===== src/design/fmcs_defines.svh =====
`ifndef FMCS_DEFINES_SVH
`define FMCS_DEFINES_SVH
`define FMCS_A_MAX1     8'h38
`define FMCS_A_MAX2     8'h39
`define FMCS_A_MAX3     8'h3A
`define FMCS_A_CFG      8'h40
`define FMCS_A_STAT     8'h41
`define FMCS_A_VCORE    8'h21
`define FMCS_A_VSUP     8'h22
`define FMCS_A_RT1      8'h25
`define FMCS_A_LOC      8'h26
`define FMCS_A_RT2      8'h27
`define FMCS_A_EXT1     8'h76
`define FMCS_A_EXT2     8'h77
`define FMCS_B_START    0
`define FMCS_B_LOCK     1
`define FMCS_B_RDY      2
`define FMCS_B_FAN_FULL_SPEED     3
`define FMCS_B_VRM      4
`define FMCS_B_SPDIS    5
`define FMCS_B_TMO      6
`define FMCS_B_CORE     1
`define FMCS_B_SUP      2
`define FMCS_B_R1       4
`define FMCS_B_LOCT     5
`define FMCS_B_R2       6
`define FMCS_B_SUM      7
`define FMCS_RST_MAX    8'hFF
`define FMCS_RST_CFG    8'h04
`define FMCS_RST_STAT   8'h00
`define FMCS_RST_VRD    8'h00
`define FMCS_RST_TRD    8'h80
`define FMCS_FULL_DUTY  8'hFF
`define FMCS_DIODE_TWOS 8'h80
`define FMCS_DIODE_OF64 8'h00
`endif


===== src/design/fmcs_pkg.sv =====
package fmcs_pkg;
  typedef logic [2:0][7:0] fmcs_duty3_t;
  typedef struct packed {
    logic [7:0] addr;
    logic       wr;
    logic       rd;
    logic [7:0] wdata;
  } fmcs_req_s;
  typedef struct packed {
    logic vcore;
    logic vsupply;
    logic remote1;
    logic local_t;
    logic remote2;
  } fmcs_lim_s;
  typedef struct packed {
    logic [7:0] vcore;
    logic [7:0] vsupply;
    logic [7:0] remote1;
    logic [7:0] local_t;
    logic [7:0] remote2;
    logic [7:0] ext1;
    logic [7:0] ext2;
  } fmcs_read_s;
endpackage


===== src/design/fmcs_regs.sv =====
`timescale 1ns/100ps
`default_nettype none
`include "fmcs_defines.svh"

//
// Contract
// (RULE1) Three max duty registers, one per PWM output, reset to full scale.
// (RULE2) With lock set, writes to the max duty registers are ignored.
// (RULE3) Host reads extended first; extended and MSB readings then freeze.
// (RULE4) Two's complement format: diode fault reads as the -128 code.
// (RULE5) Offset-64 format: diode fault reads as all zeros.
// (RULE6) Monitor start high: monitoring runs, PWM follows programmed limits.
// (RULE7) Monitor start low: default limits used, programmed limits kept.
// (RULE8) Monitor start stays writable after lock.
// (RULE9) Lock bit is write-once; locks all lockable bits until power cycle.
// (RULE10) Ready bit goes high once power-up has finished.
// (RULE11) Full speed bit drives fans at current duty; resets 0, never locked.
// (RULE12) Lockable read-write VRM current flag bit.
// (RULE13) Spin-up disable: ignore two-pulse end, hold PWM high whole timeout.
// (RULE14) Lockable bus timeout bit; 1 enables the timeout feature.
// (RULE15) Core and supply voltage flags set at status bits 1 and 2.
// (RULE16) Remote1, local, remote2 temperature flags at status bits 4, 5, 6.
// (RULE17) Flags latch; a status read clears only those whose cause is gone.
// (RULE18) Status bit 7 is the OR of all second status register flags.
// (RULE19) Monitoring disabled forces all PWM outputs to full duty.
// (RULE20) Duty codes are linear, 0x00 zero to 0xFF full.
// (RULE21) Reserved config bit 7, status bits 0 and 3 read zero.
// (RULE22) Automatic PWM never exceeds its max duty register.
module fmcs_regs (
  input  wire logic                mclk,
  input  wire logic                rst_b,
  input  wire logic                clk_en,
  input  wire fmcs_pkg::fmcs_req_s req,
  output var  logic [7:0]          rdata,
  output var  logic                rvalid,
  input  wire logic                powerup_done,
  input  wire fmcs_pkg::fmcs_lim_s lim_fault,
  input  wire logic [7:0]          status2,
  input  wire fmcs_pkg::fmcs_read_s live,
  input  wire logic [2:0]          diode_fault,
  input  wire logic                temp_offset64,
  input  wire fmcs_pkg::fmcs_duty3_t auto_duty,
  input  wire fmcs_pkg::fmcs_duty3_t cur_duty,
  input  wire logic [2:0]          spin_timer_run,
  input  wire logic [2:0]          spin_two_tach,
  output var  fmcs_pkg::fmcs_duty3_t pwm_duty,
  output var  logic                monitor_en,
  output var  logic                default_limits,
  output var  logic                bus_timeout_en,
  output var  logic                vrm_current
);

  function automatic logic [7:0] duty_clamp(input logic [7:0] want,
                                            input logic [7:0] limit);
    duty_clamp = (want > limit) ? limit : want;
  endfunction

  function automatic logic [7:0] temp_code(input logic [7:0] raw,
                                           input logic       fault,
                                           input logic       of64);
    if (!fault) begin
      temp_code = raw;
    end else if (of64) begin
      temp_code = `FMCS_DIODE_OF64; // RULE5
    end else begin
      temp_code = `FMCS_DIODE_TWOS; // RULE4
    end
  endfunction

  fmcs_pkg::fmcs_duty3_t max_duty;
  fmcs_pkg::fmcs_duty3_t next_max_duty;
  logic                  monitor_start;
  logic                  next_monitor_start;
  logic                  cfg_lock;
  logic                  next_cfg_lock;
  logic                  ready;
  logic                  next_ready;
  logic                  fan_full_speed;
  logic                  next_fan_full_speed;
  logic                  vrm_current_flag;
  logic                  next_vrm_current_flag;
  logic                  spinup_disable;
  logic                  next_spinup_disable;
  logic                  bus_timeout_control;
  logic                  next_bus_timeout_control;
  logic [7:0]            limit_status;
  logic [7:0]            next_limit_status;
  logic                  second_status_summary;
  logic                  next_second_status_summary;
  fmcs_pkg::fmcs_read_s  snap;
  fmcs_pkg::fmcs_read_s  next_snap;
  fmcs_pkg::fmcs_read_s  live_fix;
  logic [4:0]            pending;
  logic [4:0]            next_pending;
  logic [7:0]            next_rdata;
  logic                  next_rvalid;
  fmcs_pkg::fmcs_duty3_t next_pwm_duty;
  logic                  wr_cfg;
  logic                  rd_stat;
  logic                  rd_ext;
  logic [7:0]            cause;
  logic [7:0]            main_configuration;

  assign wr_cfg  = req.wr && (req.addr == `FMCS_A_CFG);
  assign rd_stat = req.rd && (req.addr == `FMCS_A_STAT);
  assign rd_ext  = req.rd && ((req.addr == `FMCS_A_EXT1) ||
                              (req.addr == `FMCS_A_EXT2));

  // Assembled configuration view; bit 7 reads zero
  always_comb begin
    main_configuration                 = 8'h00; // RULE21
    main_configuration[`FMCS_B_START]  = monitor_start;
    main_configuration[`FMCS_B_LOCK]   = cfg_lock;
    main_configuration[`FMCS_B_RDY]    = ready;
    main_configuration[`FMCS_B_FAN_FULL_SPEED]   = fan_full_speed;
    main_configuration[`FMCS_B_VRM]    = vrm_current_flag;
    main_configuration[`FMCS_B_SPDIS]  = spinup_disable;
    main_configuration[`FMCS_B_TMO]    = bus_timeout_control;
  end

  // Configuration and max duty registers
  always_comb begin
    next_max_duty            = max_duty;
    next_monitor_start       = monitor_start;
    next_cfg_lock            = cfg_lock;
    next_fan_full_speed      = fan_full_speed;
    next_vrm_current_flag    = vrm_current_flag;
    next_spinup_disable      = spinup_disable;
    next_bus_timeout_control = bus_timeout_control;
    next_ready               = ready | powerup_done; // RULE10
    if (req.wr && !cfg_lock) begin // RULE2
      if (req.addr == `FMCS_A_MAX1) begin
        next_max_duty[0] = req.wdata; // RULE1
      end
      if (req.addr == `FMCS_A_MAX2) begin
        next_max_duty[1] = req.wdata; // RULE1
      end
      if (req.addr == `FMCS_A_MAX3) begin
        next_max_duty[2] = req.wdata; // RULE1
      end
    end
    if (wr_cfg) begin
      next_monitor_start  = req.wdata[`FMCS_B_START]; // RULE8
      next_fan_full_speed = req.wdata[`FMCS_B_FAN_FULL_SPEED]; // RULE11
      next_spinup_disable = req.wdata[`FMCS_B_SPDIS];
      if (!cfg_lock) begin // RULE9
        next_cfg_lock            = req.wdata[`FMCS_B_LOCK];
        next_vrm_current_flag    = req.wdata[`FMCS_B_VRM]; // RULE12
        next_bus_timeout_control = req.wdata[`FMCS_B_TMO]; // RULE14
      end
    end
  end

  always_ff @(posedge mclk) begin
    if (!rst_b) begin
      max_duty            <= {3{`FMCS_RST_MAX}}; // RULE1
      monitor_start       <= 1'(`FMCS_RST_CFG >> `FMCS_B_START);
      cfg_lock            <= 1'b0;
      ready               <= 1'b0;
      fan_full_speed      <= 1'b0; // RULE11
      vrm_current_flag    <= 1'b0;
      spinup_disable      <= 1'b0;
      bus_timeout_control <= 1'b0;
    end else if (clk_en) begin
      max_duty            <= next_max_duty;
      monitor_start       <= next_monitor_start;
      cfg_lock            <= next_cfg_lock;
      ready               <= next_ready;
      fan_full_speed      <= next_fan_full_speed;
      vrm_current_flag    <= next_vrm_current_flag;
      spinup_disable      <= next_spinup_disable;
      bus_timeout_control <= next_bus_timeout_control;
    end
  end

  // Sticky limit flags; a new cause wins over a read clear
  always_comb begin
    cause                 = 8'h00; // RULE21
    cause[`FMCS_B_CORE]   = lim_fault.vcore; // RULE15
    cause[`FMCS_B_SUP]    = lim_fault.vsupply; // RULE15
    cause[`FMCS_B_R1]     = lim_fault.remote1; // RULE16
    cause[`FMCS_B_LOCT]   = lim_fault.local_t; // RULE16
    cause[`FMCS_B_R2]     = lim_fault.remote2; // RULE16
    next_limit_status     = cause | (limit_status & {8{!rd_stat}}); // RULE17
    next_second_status_summary = |status2; // RULE18
  end

  always_ff @(posedge mclk) begin
    if (!rst_b) begin
      limit_status          <= `FMCS_RST_STAT;
      second_status_summary <= 1'b0;
    end else if (clk_en) begin
      limit_status          <= next_limit_status;
      second_status_summary <= next_second_status_summary;
    end
  end

  // Reading snapshot with diode fault codes and read freeze
  always_comb begin
    live_fix         = live;
    live_fix.remote1 = temp_code(live.remote1, diode_fault[0],
                                 temp_offset64);
    live_fix.local_t = temp_code(live.local_t, diode_fault[1],
                                 temp_offset64);
    live_fix.remote2 = temp_code(live.remote2, diode_fault[2],
                                 temp_offset64);
    next_pending = pending;
    if (req.rd) begin
      case (req.addr)
        `FMCS_A_VCORE: next_pending[0] = 1'b0; // RULE3
        `FMCS_A_VSUP:  next_pending[1] = 1'b0; // RULE3
        `FMCS_A_RT1:   next_pending[2] = 1'b0; // RULE3
        `FMCS_A_LOC:   next_pending[3] = 1'b0; // RULE3
        `FMCS_A_RT2:   next_pending[4] = 1'b0; // RULE3
        default:       next_pending = pending;
      endcase
    end
    if (rd_ext) begin
      next_pending = 5'h1F; // RULE3
    end
    next_snap = ((|pending) || rd_ext) ? snap : live_fix; // RULE3
  end

  always_ff @(posedge mclk) begin
    if (!rst_b) begin
      snap         <= '0;
      snap.remote1 <= `FMCS_RST_TRD;
      snap.local_t <= `FMCS_RST_TRD;
      snap.remote2 <= `FMCS_RST_TRD;
      snap.vcore   <= `FMCS_RST_VRD;
      snap.vsupply <= `FMCS_RST_VRD;
      pending      <= 5'h00;
    end else if (clk_en) begin
      snap         <= next_snap;
      pending      <= next_pending;
    end
  end

  // Read data, one cycle after the read strobe
  always_comb begin
    next_rvalid = req.rd;
    next_rdata  = rdata;
    if (req.rd) begin
      case (req.addr)
        `FMCS_A_MAX1:  next_rdata = max_duty[0];
        `FMCS_A_MAX2:  next_rdata = max_duty[1];
        `FMCS_A_MAX3:  next_rdata = max_duty[2];
        `FMCS_A_CFG:   next_rdata = main_configuration;
        `FMCS_A_STAT:  next_rdata = {second_status_summary,
                                     limit_status[6:0]}; // RULE18
        `FMCS_A_VCORE: next_rdata = snap.vcore;
        `FMCS_A_VSUP:  next_rdata = snap.vsupply;
        `FMCS_A_RT1:   next_rdata = snap.remote1;
        `FMCS_A_LOC:   next_rdata = snap.local_t;
        `FMCS_A_RT2:   next_rdata = snap.remote2;
        `FMCS_A_EXT1:  next_rdata = snap.ext1;
        `FMCS_A_EXT2:  next_rdata = snap.ext2;
        default:       next_rdata = 8'h00;
      endcase
    end
  end

  // PWM duty selection per output
  always_comb begin
    next_pwm_duty = pwm_duty;
    for (int i = 0; i < 3; i++) begin
      if (!monitor_start) begin
        next_pwm_duty[i] = `FMCS_FULL_DUTY; // RULE19
      end else if (spin_timer_run[i] &&
                   (spinup_disable || !spin_two_tach[i])) begin
        next_pwm_duty[i] = `FMCS_FULL_DUTY; // RULE13
      end else if (fan_full_speed) begin
        next_pwm_duty[i] = cur_duty[i]; // RULE11
      end else begin
        next_pwm_duty[i] = duty_clamp(auto_duty[i], max_duty[i]); // RULE22
      end
    end
  end

  always_ff @(posedge mclk) begin
    if (!rst_b) begin
      rdata          <= 8'h00;
      rvalid         <= 1'b0;
      pwm_duty       <= {3{`FMCS_FULL_DUTY}}; // RULE20
      monitor_en     <= 1'b0;
      default_limits <= 1'b1;
      bus_timeout_en <= 1'b0;
      vrm_current    <= 1'b0;
    end else if (clk_en) begin
      rdata          <= next_rdata;
      rvalid         <= next_rvalid;
      pwm_duty       <= next_pwm_duty;
      monitor_en     <= next_monitor_start; // RULE6
      default_limits <= !next_monitor_start; // RULE7
      bus_timeout_en <= next_bus_timeout_control; // RULE14
      vrm_current    <= next_vrm_current_flag;
    end
  end

endmodule
`default_nettype wire


===== config.mk =====
export PLATFORM = sky130hd
export DESIGN_NAME = fmcs_regs
export DESIGN_NICKNAME = d
export VERILOG_FILES = /design/src/design/fmcs_pkg.sv /design/src/design/fmcs_regs.sv
export VERILOG_INCLUDE_DIRS = /design/src /design/src/design
export SDC_FILE = /design/constraint.sdc
export NUM_CORES = 1
export LEC_CHECK = 0
export ABC_AREA = 0
export BUFFER_PORTS_ARGS = -buffer_cell sky130_fd_sc_hd__buf_2
export CAP_MARGIN = 25
export CORE_MARGIN = 2
export CORE_UTILIZATION = 40
export CTS_CLUSTER_SIZE = 14
export DETAILED_ROUTE_END_ITERATION = 6
export PLACE_DENSITY = 0.61
export RECOVER_POWER = 50
export SYNTH_ARGS = -nofsm -noshare
export SYNTH_HDL_FRONTEND = slang
export SYNTH_SLANG_ARGS = --single-unit

===== constraint.sdc =====
create_clock -name mclk -period 2.6 [get_ports mclk]
set_input_delay 0.13 -clock mclk [delete_from_list [all_inputs] [get_ports mclk]]
set_output_delay 0.13 -clock mclk [all_outputs]
set_load 0.01 [all_outputs]

Word-level counts from Yosys, hierarchy flattened. Cells that the tools add are included.

Flip-flop bits (word level): 135. Input bits: 149. Output and inout port bits: 37. Word-level logic and storage cells: 118.

Magnitude comparators: 3. Equality and inequality tests: 12. Multiplexer cells: 30. Bitwise operators: 5. Reductions and logical operators: 38.

Operator list (number): $mux W8 (16); $pmux W8 S12 (1); $eq A8 B6 Y1 const B (8); $eq A8 B7 Y1 const B (4); $reduce_and A3 Y1 (9); $gt A8 B8 Y1 (3); $reduce_bool A2 Y1 (6); $mux W1 (11); $mux W5 (2); $and A8 B8 Y8 (1); $or A7 B8 Y8 (1); $reduce_or A8 Y1 (1); $logic_and A1 B1 Y1 (7); $logic_not A1 Y1 (6); $reduce_and A2 Y1 (3); $logic_or A1 B1 Y1 (5); $reduce_or A5 Y1 (1); $not A1 Y1 (2); $or A1 B1 Y1 (1).

Depth between registers and ports, before layout. Gate-level depths: netlist of run 1.

Depth after elaboration: 6. Gate-level depth with buffers: 9. Gate-level depth less buffers: 7.

Worst setup path after synthesis of run 1. No wires, ideal clock.

Kind: register -> register. Start point: register max_duty[17] (netlist name). End point: register pwm_duty[16] (netlist name). Library setup time: 60 ps. Arrival: 1905 ps. Required time: 2540 ps. Setup slack: 635 ps. Stages on the path, launching flop included: 8. Buffers on the path: 0. Period minus slack after synthesis: 1965 ps. Path through: dfxtp_1 > inv_1 > ha_1 > nor2b_1 > o21ai_0 > a21boi_0 > o311ai_1 > o221a_2.

Cells in the longest elaborated chain, start to end: 5.

RTL lines: start: declaration (line fmcs_regs.sv:70) `fmcs_pkg::fmcs_duty3_t max_duty;`; start signal: assignment (line fmcs_regs.sv:156) `` max_duty <= {3{`FMCS_RST_MAX}}; ``; start signal: assignment (line fmcs_regs.sv:165) `max_duty <= next_max_duty;`; $gt A8 B8 Y1 (line fmcs_regs.sv:55) `duty_clamp = (want > limit) ? limit : want;`; $mux W8 (line fmcs_regs.sv:55); $mux W8 (line fmcs_regs.sv:272) `end else if (fan_full_speed) begin`; $mux W8 (line fmcs_regs.sv:269) `end else if (spin_timer_run[i] &&`; $mux W8 (line fmcs_regs.sv:267) `if (!monitor_start) begin`; end signal: assignment (line fmcs_regs.sv:284) `` pwm_duty <= {3{`FMCS_FULL_DUTY}}; ``; end signal: assignment (line fmcs_regs.sv:292) `pwm_duty <= next_pwm_duty;`; end: declaration (line fmcs_regs.sv:46) `output var fmcs_pkg::fmcs_duty3_t pwm_duty,`.

Every way passes these cells. A chain may end at the register's enable or synchronous reset.

Final worst setup path of run 1.
Start point: register max_duty[23] (netlist name). End point: register pwm_duty[22] (netlist name).

Same word-level chain as after synthesis.

==> flow_summary.json, run 1 <==
{
  "run_status": "finished clean",
  "clock_insertion_delay_worst_skew_ps": 420,
  "grt_first_pass_wirelength_mm": 35.7,
  "combPwrFrac_pct": 11.5,
  "syn-cell-area_mm2": 0.00694,
  "hold_violations": 0,
  "switching_share_pct": 23.5,
  "timing.critical_path.slowest_cell_delay_ps": 650,
  "layout-area-overhead-vs-synth_pct": 37.4,
  "cp_data_arrival_time_ps": 2700,
  "critical_path.n_buffers_inverters": 1,
  "power_total_mw": 5.18,
  "initial_core_utilization_pct": 40.5,
  "p_int_mw": 3.96,
  "postRouteAntennaNets": 0,
  "gr-usage-all-layers_pct": 25.1,
  "timing.final.crit_share_pct": 89.8,
  "slowest_stage": "a2bb2oi_1",
  "stdcell_area_mm2": 0.00954,
  "cts.htree.levels": 4,
  "synthesis.nets": 954,
  "routed_wl_mm": 23.0,
  "mapped_cells": 781,
  "maximum_clock_skew_at_final_layout_ps": 5.90,
  "min_path_cells": 2,
  "layout.core_utilization_pct": 55.7,
  "hold_end": "pwm_duty[9]",
  "hold_class": "in -> reg",
  "final.setup.tns_ps": 0,
  "worst_setup_hold_path_clk_slew_ps": 60,
  "report.final.slew_viol_count": 0,
  "numClockSinks": 134,
  "routedWlPerCell_um": 17.9,
  "net_switching_power_figure_mw": 1.22,
  "crit_path_cell_trace": "inv_1 > ha_1 > and4_1 > a21boi_0 > a2bb2oi_1 > o221a_2",
  "post_layout_nets": 1221,
  "overall_die_area_mm2": 0.0184,
  "drt-initial-drc-count": 403,
  "gp_routability_congestion": 0.918,
  "clock_tree.root_cell": "clkbuf_16",
  "fin_crit_ps": 2330,
  "core-area_mm2": 0.0171,
  "syn_avg_cell_area_um2": 8.89,
  "number_of_antenna_cells_inserted": 0,
  "final_common_cell": "buf_2",
  "powerDensity_mw_per_mm2": 543,
  "cts_buffers": 17,
  "dieHeight_um": 136,
  "crit_type": "reg -> reg",
  "cts_buffer_depth": 2,
  "transition_time_of_the_tightest_slew_check_pin_ps": 1070,
  "max_freq_mhz": 428,
  "placement.cell_area_mm2": 0.00814,
  "antenna_found_initial": 0,
  "drt-pass1-iter-count": 6,
  "finalSetupViolCount": 0,
  "power.share.sequential_pct": 41.7,
  "detailed_route_vias_per_instance": 5.43,
  "most_common_flop_cell_mapped_by_yosys": "dfxtp_1",
  "clkPwrFrac_pct": 46.8,
  "die_w_um": 136,
  "setup.worst_path.start": "max_duty[23]",
  "place_inst": 1167,
  "worst_ir_drop_vdd_mv": 0.464,
  "grt_start_max_net_pins": 61,
  "number_of_cell_rows": 48,
  "synth.yosys.warnings": 0,
  "via_count": 6974,
  "cp_top_family": "compound AO/OA/AOI/OAI gates",
  "synth_sequential_area_ratio_pct": 38.7,
  "ys_ff_latch": 134,
  "overflow": 0,
  "numPortBuffers": 185,
  "r2r_setup_slack_ps": 270,
  "critPathCaptureType": "flip-flop",
  "io_pins": 186,
  "r2r_path_start": "max_duty[23]",
  "crit_path_start_kind": "flip-flop",
  "worstRegToRegCells": 6,
  "headroom_to_the_max_slew_limit_pct": 28.5,
  "synth_async_sr_flop_share_pct": 0,
  "layout_cell_share_with_drive_strength_beyond_1_pct": 22.8,
  "r2r-end": "pwm_duty[22]",
  "post_synth_num_cell_types": 64,
  "timing.critical_path.required_ps": 2970,
  "crit_path_max_fanout": 8,
  "cts_tree": "built",
  "grt_setup_unrepaired": "no",
  "place_hpwl_mm": 16.9,
  "power.static_leakage_nw": 4.12,
  "max_cap_viol_count": 0,
  "finish.cell_count_without_fillers": 1285,
  "drc": 0,
  "mostFrequentLayoutCells": "buf_2, nand2_1, dfxtp_1",
  "min_from": "auto_duty[9]",
  "vias_in_the_first_global_route": 6871,
  "post_synth_edffs": 0
}
-- stage by stage --
stage / worst slack, ps / hold WS [ps]
after floorplan: 635 / 255
final: 266 / 12.2
after detailed placement: 329 / 352
after global routing: 105 / 12.0
after global placement: 372 / 348
after CTS: 326 / 0.226
-- cell type report --
class                   count  area (um^2)
well taps                 225          282
flip-flops and latches    134         2680
clock inverters             9          126
inverters                  30          113
repair buffers            300         1950
fillers                  1623         7580
multi-input cells         565         3920
clock buffers              22          464
-- power groups by stage --
stage	Sequential, mW	Clock, mW	Combinational [mW]
2_1_floorplan	2.19	0	0.248
3_3_place_gp	2.20	0	0.491
4_1_cts	2.16	2.46	0.593
6_report	2.16	2.42	0.595
3_5_place_dp	2.20	0	0.491
5_1_grt	2.16	2.55	0.651
-- how the worst max path moves through the flow --
| stage | slack (ps) | endpoint | cells past startpoint |
|---|---|---|---|
| after floorplan | 630 | pwm_duty[16] | 7 |
| after CTS | 330 | pwm_duty[19] | 6 |
| final | 270 | pwm_duty[22] | 6 |
| after detailed placement | 330 | pwm_duty[21] | 6 |
| after global routing | 100 | pwm_duty[21] | 6 |
| after global placement | 370 | pwm_duty[18] | 6 |
-- cell families after synthesis --
| logic type | count (synthesis) | share of synthesized area, % |
|---|---|---|
| adders and majority gates | 24 | 4.33 |
| buffers and inverters | 82 | 4.83 |
| DFF | 134 | 38.7 |
| xor gates and xnor gates | 1 | 0.126 |
| and+or+nand+nor | 285 | 21.2 |
| muxes | 37 | 5.59 |
| AOI/OAI and AO/OA | 218 | 25.3 |
-- flip-flops by register name, summed over array words and instances, names as in the netlist --
signal                 count
bus_timeout_en             1
cfg_lock                   1
default_limits             1
fan_full_speed             1
limit_status               7
max_duty                  24
monitor_en                 1
pending                    5
pwm_duty                  24
rdata                      8
ready                      1
rvalid                     1
second_status_summary      1
snap                      56
spinup_disable             1
vrm_current                1
-- metal layers --
metal | vias up | GRT usage, % | wire length [um]
met5 | - | 0 | 0
met4 | 0 | 9.84 | 707
met3 | 59 | 5.16 | 1480
met2 | 271 | 42.6 | 10700
met1 | 3225 | 31.2 | 10100
li1 | 3419 | - | -
-- cell usage after synthesis, drive strengths merged (6+ instances only) --
cell	number	area, um^2
a211oi	9	72.6
a21boi	66	495
a21oi	11	55.1
a22oi	19	143
and2	9	56.3
and3b	6	55.1
and4	8	70.1
buf	23	114
clkbuf	29	109
dfxtp	134	2680
ha	24	300
inv	30	113
mux2i	32	320
nand2	137	514
nand3	21	105
nand3b	21	158
nand4	17	106
nor2	20	75.1
nor2b	15	93.8
nor4	6	37.5
o211ai	9	67.6
o21ai	14	70.1
o221a	24	270
o22a	25	219
-- repair_timing --
| action | in CTS | in global routing |
|---|---|---|
| hold buffers | 87 | 0 |
| gates resized for setup | 0 | 0 |
| hold endpoints to repair | 89 | 0 |
| setup endpoints to repair | 0 | 0 |
| buffers inserted | 0 | 0 |
Note: power is estimated with default switching activity, not from simulation.
==> inputs of run 2 (changes only) <==
Settings changed: REMOVE_ABC_BUFFERS set to 1.
==> run 2 against run 1 <==
  * Routed wire length is 2.3% lower
  * Flip-flop and latch count is the same
  * Global-route usage decreased by 0.66 points
  * Non-clock buffer count rose by 4
  * Critical endpoint is now rdata[7]
  * Sequential power is essentially flat
  * Via count hardly changed
  * Die area stayed put
  * Fmax fell by 1.6%
  * Worst hold slack improved by 8.4 ps
  * Register-to-register slack better by 90 ps
  * Largest power group unchanged
  * Clock skew rose by 3.3 ps
  * Power up 1.4%
==> flow_summary.json, run 2 (synthesis results as in run 1) <==
{
  "dieHeight_um": 136,
  "cts_buffers": 17,
  "mostFrequentLayoutCells": "buf_2, nand2_1, dfxtp_1",
  "place_inst": 1169,
  "reg_top3": "snap (56), max_duty (24), pwm_duty (24)",
  "cts.htree.levels": 4,
  "grt_start_max_net_pins": 56,
  "numClockSinks": 134,
  "max_cap_viol_count": 0,
  "numPortBuffers": 185,
  "gr-usage-all-layers_pct": 24.5,
  "grt_setup_unrepaired": "no",
  "detailed_route_vias_per_instance": 5.42,
  "drt-initial-drc-count": 492,
  "grt_first_pass_wirelength_mm": 34.7,
  "clock_tree.root_cell": "clkbuf_16",
  "cts_tree": "built",
  "core-area_mm2": 0.0171,
  "antenna_found_initial": 0,
  "fin_crit_ps": 2370,
  "layout-area-overhead-vs-synth_pct": 37.9,
  "worst_setup_hold_path_clk_slew_ps": 60,
  "vias_in_the_first_global_route": 6612,
  "die_w_um": 136,
  "registers.top_by_ff_count": "snap",
  "worst_ir_drop_vdd_mv": 0.464,
  "cts_buffer_depth": 2,
  "hold_violations": 0,
  "power_total_mw": 5.25,
  "transition_time_of_the_tightest_slew_check_pin_ps": 1070,
  "hold_class": "in -> reg",
  "final_common_cell": "buf_2",
  "run_status": "finished clean",
  "report.final.slew_viol_count": 0,
  "critPathMostFrequentCell": "clkbuf_1",
  "final.setup.tns_ps": 0,
  "crit_path_max_fanout": 22,
  "via_count": 6980,
  "stdcell_area_mm2": 0.00957,
  "max_freq_mhz": 422,
  "power.static_leakage_nw": 4.14,
  "slowest_stage": "clkbuf_1",
  "cp_data_arrival_time_ps": 2660,
  "critPathCaptureType": "flip-flop",
  "overall_die_area_mm2": 0.0184,
  "cp_top_family": "buffers and inverters",
  "crit_path_start_kind": "input pin",
  "powerDensity_mw_per_mm2": 549,
  "postRouteAntennaNets": 0,
  "largest_register_ff_count": 56,
  "gp_routability_congestion": 0.945,
  "post_layout_nets": 1225,
  "crit_path_cell_trace": "clkbuf_1 > clkbuf_1 > and2_0 > clkbuf_1 > o221ai_1 > a221oi_1 > a211oi_1",
  "io_pins": 186,
  "timing.final.crit_share_pct": 91.2,
  "headroom_to_the_max_slew_limit_pct": 28.6,
  "drt-pass1-iter-count": 5,
  "drc": 0,
  "initial_core_utilization_pct": 40.5,
  "finalSetupViolCount": 0,
  "timing.critical_path.required_ps": 2890,
  "postCtsSetupRepairBufs": 0,
  "maximum_clock_skew_at_final_layout_ps": 9.19,
  "routedWlPerCell_um": 17.5,
  "critical_path.n_buffers_inverters": 3,
  "place_hpwl_mm": 16.4,
  "overflow": 0,
  "placement.cell_area_mm2": 0.00816,
  "routed_wl_mm": 22.5,
  "crit_type": "in -> reg",
  "finish.cell_count_without_fillers": 1288,
  "number_of_cell_rows": 48,
  "number_of_antenna_cells_inserted": 0,
  "clock_insertion_delay_worst_skew_ps": 430,
  "fillerInstances": 1643,
  "layout_cell_share_with_drive_strength_beyond_1_pct": 22.8,
  "timing.critical_path.slowest_cell_delay_ps": 820
}
run 2: cell count changes in the layout (fill, tap and decap cells not counted), sizes merged:
cell         before  now
clkbuf           64   63
clkinv            5    6
bufinv            3    4
dlygate4sd3      87   89
run 2: metrics by stage:
stage	util, %	setup slack (ps)	hold slack [ps]
6_report	55.9	229	20.7
5_1_grt	55.9	121	18.8
4_1_cts	56.4	381	0.253
3_5_place_dp	47.7	361	391
3_3_place_gp	47.7	417	384
2_1_floorplan	-	281	192
run 2: per-layer routing:
metal / vias to the layer above / global-route usage (%) / wire (um) / share of wire, %
li1: 3434 / - / - / -
met2: 255 / 40.4 / 10400 / 46
met1: 3255 / 32.4 / 10100 / 45
met5: - / 0 / 0 / 0
met4: 0 / 7.87 / 478 / 2.1
met3: 36 / 4.41 / 1510 / 6.7
run 2: power by group:
part | internal (mW) | total [mW] | switching, mW | leakage, nW
combinational | 0.297 | 0.595 | 0.298 | 2.75
sequential | 2.12 | 2.15 | 0.0351 | 1.09
clock | 1.61 | 2.50 | 0.899 | 0.298
total | 4.02 | 5.25 | 1.23 | 4.14
run 2: worst register-to-register path, stage by stage, from the launching register on:
cell	delay [ps]
dfxtp_1	430
inv_1	70
ha_1	290
and2_1	160
o21ai_0	90
a21boi_0	280
a2bb2oi_1	560
o221a_2	300
run 2: path summary, 6_finish.rpt:
check / startpoint / slack (ps) / endpoint / cells past startpoint
setup reg to reg: max_duty[19] / 360 / pwm_duty[16] / 7
hold / removal: req[3] / 20 / max_duty[19] / 3
hold reg to reg: default_limits / 450 / default_limits / 2
setup / recovery: clk_en / 230 / rdata[7] / 7
run 2: final cells by class:
cell class	instances	area (um^2)	area share [%]
clock buffer	19	443	4.63
tap	225	282	2.94
inverter	30	113	1.18
timing repair buffer	304	1980	20.6
multi-input combinational	565	3920	40.9
sequential	134	2680	28.0
clock inverter	11	158	1.65
run 2: repair_timing:
| action | 4_1_cts | 5_1_grt |
|---|---|---|
| hold endpoints to repair | 92 | 0 |
| hold buffers | 89 | 0 |
| resized for setup | 0 | 0 |
==> inputs of run 3 (changes only) <==
Settings changed: CELL_PAD_IN_SITES_DETAIL_PLACEMENT set to 0, CELL_PAD_IN_SITES_GLOBAL_PLACEMENT set to 2, CORE_ASPECT_RATIO set to 0.7, CORE_UTILIZATION 40 to 31, PLACE_DENSITY 0.61 to 0.78.
==> run 3 against run 2 <==
  * Critical path depth did not move
  * Register-to-register slack got worse by 110 ps
  * Via count fell by 1.2%
  * Global-route usage fell by 3.0 points
  * Die area rose by 28%
  * Clock skew barely moved
  * Final cell count rose by 5.0%
  * Sequential share of layout area fell by 0.45 points
  * Sequential power barely moved
==> flow_summary.json, run 3 (synthesis results as in run 1) <==
{
  "cp_data_arrival_time_ps": 2720,
  "cts_buffers": 17,
  "number_of_cell_rows": 45,
  "routedWlPerCell_um": 18.8,
  "overall_die_area_mm2": 0.0236,
  "place_hpwl_mm": 19.0,
  "cts_buffer_depth": 2,
  "clock_tree.root_cell": "clkbuf_16",
  "vias_in_the_first_global_route": 6613,
  "drc": 0,
  "report.final.slew_viol_count": 0,
  "hold_class": "in -> reg",
  "gp_routability_congestion": 0.852,
  "die_w_um": 183,
  "dieHeight_um": 129,
  "critPathCaptureType": "flip-flop",
  "r2r_setup_slack_ps": 250,
  "transition_time_of_the_tightest_slew_check_pin_ps": 1310,
  "run_status": "finished clean",
  "grt_first_pass_wirelength_mm": 38.4,
  "grt_setup_unrepaired": "no",
  "worst_setup_hold_path_clk_slew_ps": 60,
  "fillerInstances": 2249,
  "finalSetupViolCount": 0,
  "hold_violations": 0,
  "power.static_leakage_nw": 4.19,
  "powerDensity_mw_per_mm2": 554,
  "r2r_path_start": "max_duty[17]",
  "layout_cell_share_with_drive_strength_beyond_1_pct": 24.2,
  "total_area_of_sequential_cells_mm2": 0.00268,
  "via_count": 6894,
  "cts-resized-gates": 0,
  "core-area_mm2": 0.0218,
  "largest_register_ff_count": 56,
  "min_from": "status2[2]",
  "power_total_mw": 5.39,
  "initial_core_utilization_pct": 31.8,
  "overflow": 0,
  "registers.top_by_ff_count": "snap",
  "postCtsSetupRepairBufs": 0,
  "fin_crit_ps": 2350,
  "headroom_to_the_max_slew_limit_pct": 12.7,
  "gr-usage-all-layers_pct": 21.5,
  "drt-pass1-iter-count": 5,
  "postRouteAntennaNets": 0,
  "final.setup.tns_ps": 0,
  "routed_wl_mm": 25.4,
  "numClockSinks": 134,
  "crit_path_start_kind": "flip-flop",
  "combined_area_of_the_multi_input_logic_cells_mm2": 0.00392,
  "crit_path_max_fanout": 8,
  "cts.htree.levels": 4,
  "antenna_found_initial": 0,
  "hold_end": "second_status_summary",
  "final_common_cell": "buf_2",
  "timing.final.crit_share_pct": 90.5,
  "detailed_route_vias_per_instance": 5.10,
  "clock_insertion_delay_worst_skew_ps": 430,
  "finish.cell_count_without_fillers": 1353,
  "maximum_clock_skew_at_final_layout_ps": 9.52,
  "max_cap_viol_count": 0,
  "worstRegToRegCells": 7,
  "number_of_antenna_cells_inserted": 0,
  "post_layout_nets": 1231,
  "mostFrequentLayoutCells": "buf_2, nand2_1, dfxtp_1",
  "crit_type": "reg -> reg",
  "numPortBuffers": 185,
  "max_freq_mhz": 425,
  "timing.critical_path.required_ps": 2970,
  "min_path_cells": 3,
  "worst_ir_drop_vdd_mv": 0.465,
  "r2r-end": "pwm_duty[18]",
  "cts_tree": "built",
  "reg_top3": "snap (56), max_duty (24), pwm_duty (24)",
  "place_inst": 1239,
  "io_pins": 186,
  "layout-area-overhead-vs-synth_pct": 40.1,
  "drt-initial-drc-count": 427,
  "grt_start_max_net_pins": 72
}
-- run 3: cell type report --
cell class                      instances  share of cell area [%]
Multi-Input combinational cell        565                    40.3
Sequential cell                       134                    27.6
Timing Repair Buffer                  310                    20.8
Clock buffer                           20                    4.70
Tap cell                              282                    3.63
Clock inverter                         12                    1.80
Inverter                               30                    1.16
-- run 3: critical path, stage by stage, from the launching register on --
cell and delay, ps:
dfxtp_1 330, inv_1 50, ha_1 290, nor2b_1 130, o21ai_0 130, a21boi_0 140, o311ai_1 880, o221a_2 330
-- run 3: through the flow --
step | util [%] | hold slack, ps | area [um^2] | setup slack [ps]
floorplan | - | 192 | 6720 | 281
global placement | 38.2 | 392 | 8340 | 284
detailed placement | 38.2 | 390 | 8340 | 281
CTS | 44.8 | 0.0792 | 9780 | 255
global route | 44.5 | 14.2 | 9730 | 42.9
finish | 44.5 | 9.08 | 9730 | 248
-- run 3: timing repair --
| item | 4_1_cts | 5_1_grt |
|---|---|---|
| endpoints found under the hold margin | 84 | 0 |
| endpoints found under the setup margin | 0 | 0 |
| hold buffers | 81 | 0 |
-- run 3: worst max-delay path by stage --
stage	start	endpoint	slack [ps]	cells past startpoint
floorplan	pending[1]	snap[23]	280	4
global route	max_duty[17]	pwm_duty[18]	40	7
CTS	max_duty[21]	pwm_duty[18]	250	6
detailed placement	pending[1]	snap[11]	280	5
finish	max_duty[17]	pwm_duty[18]	250	7
global placement	pending[1]	snap[11]	280	5
-- run 3: layer usage --
layer  vias up  routed length [um]  GRT usage, %
met4         0                 153          4.19
met1      3213               13700          33.7
met5         -                   0             0
li1       3446                   -             -
met2       223                9910          29.7
met3        12                1600          4.78
-- run 3: report_power, final --
group / switching, mW / internal [mW] / leakage, nW
logic: 0.311 / 0.298 / 2.78
clock network: 0.973 / 1.66 / 0.314
registers: 0.0374 / 2.12 / 1.09
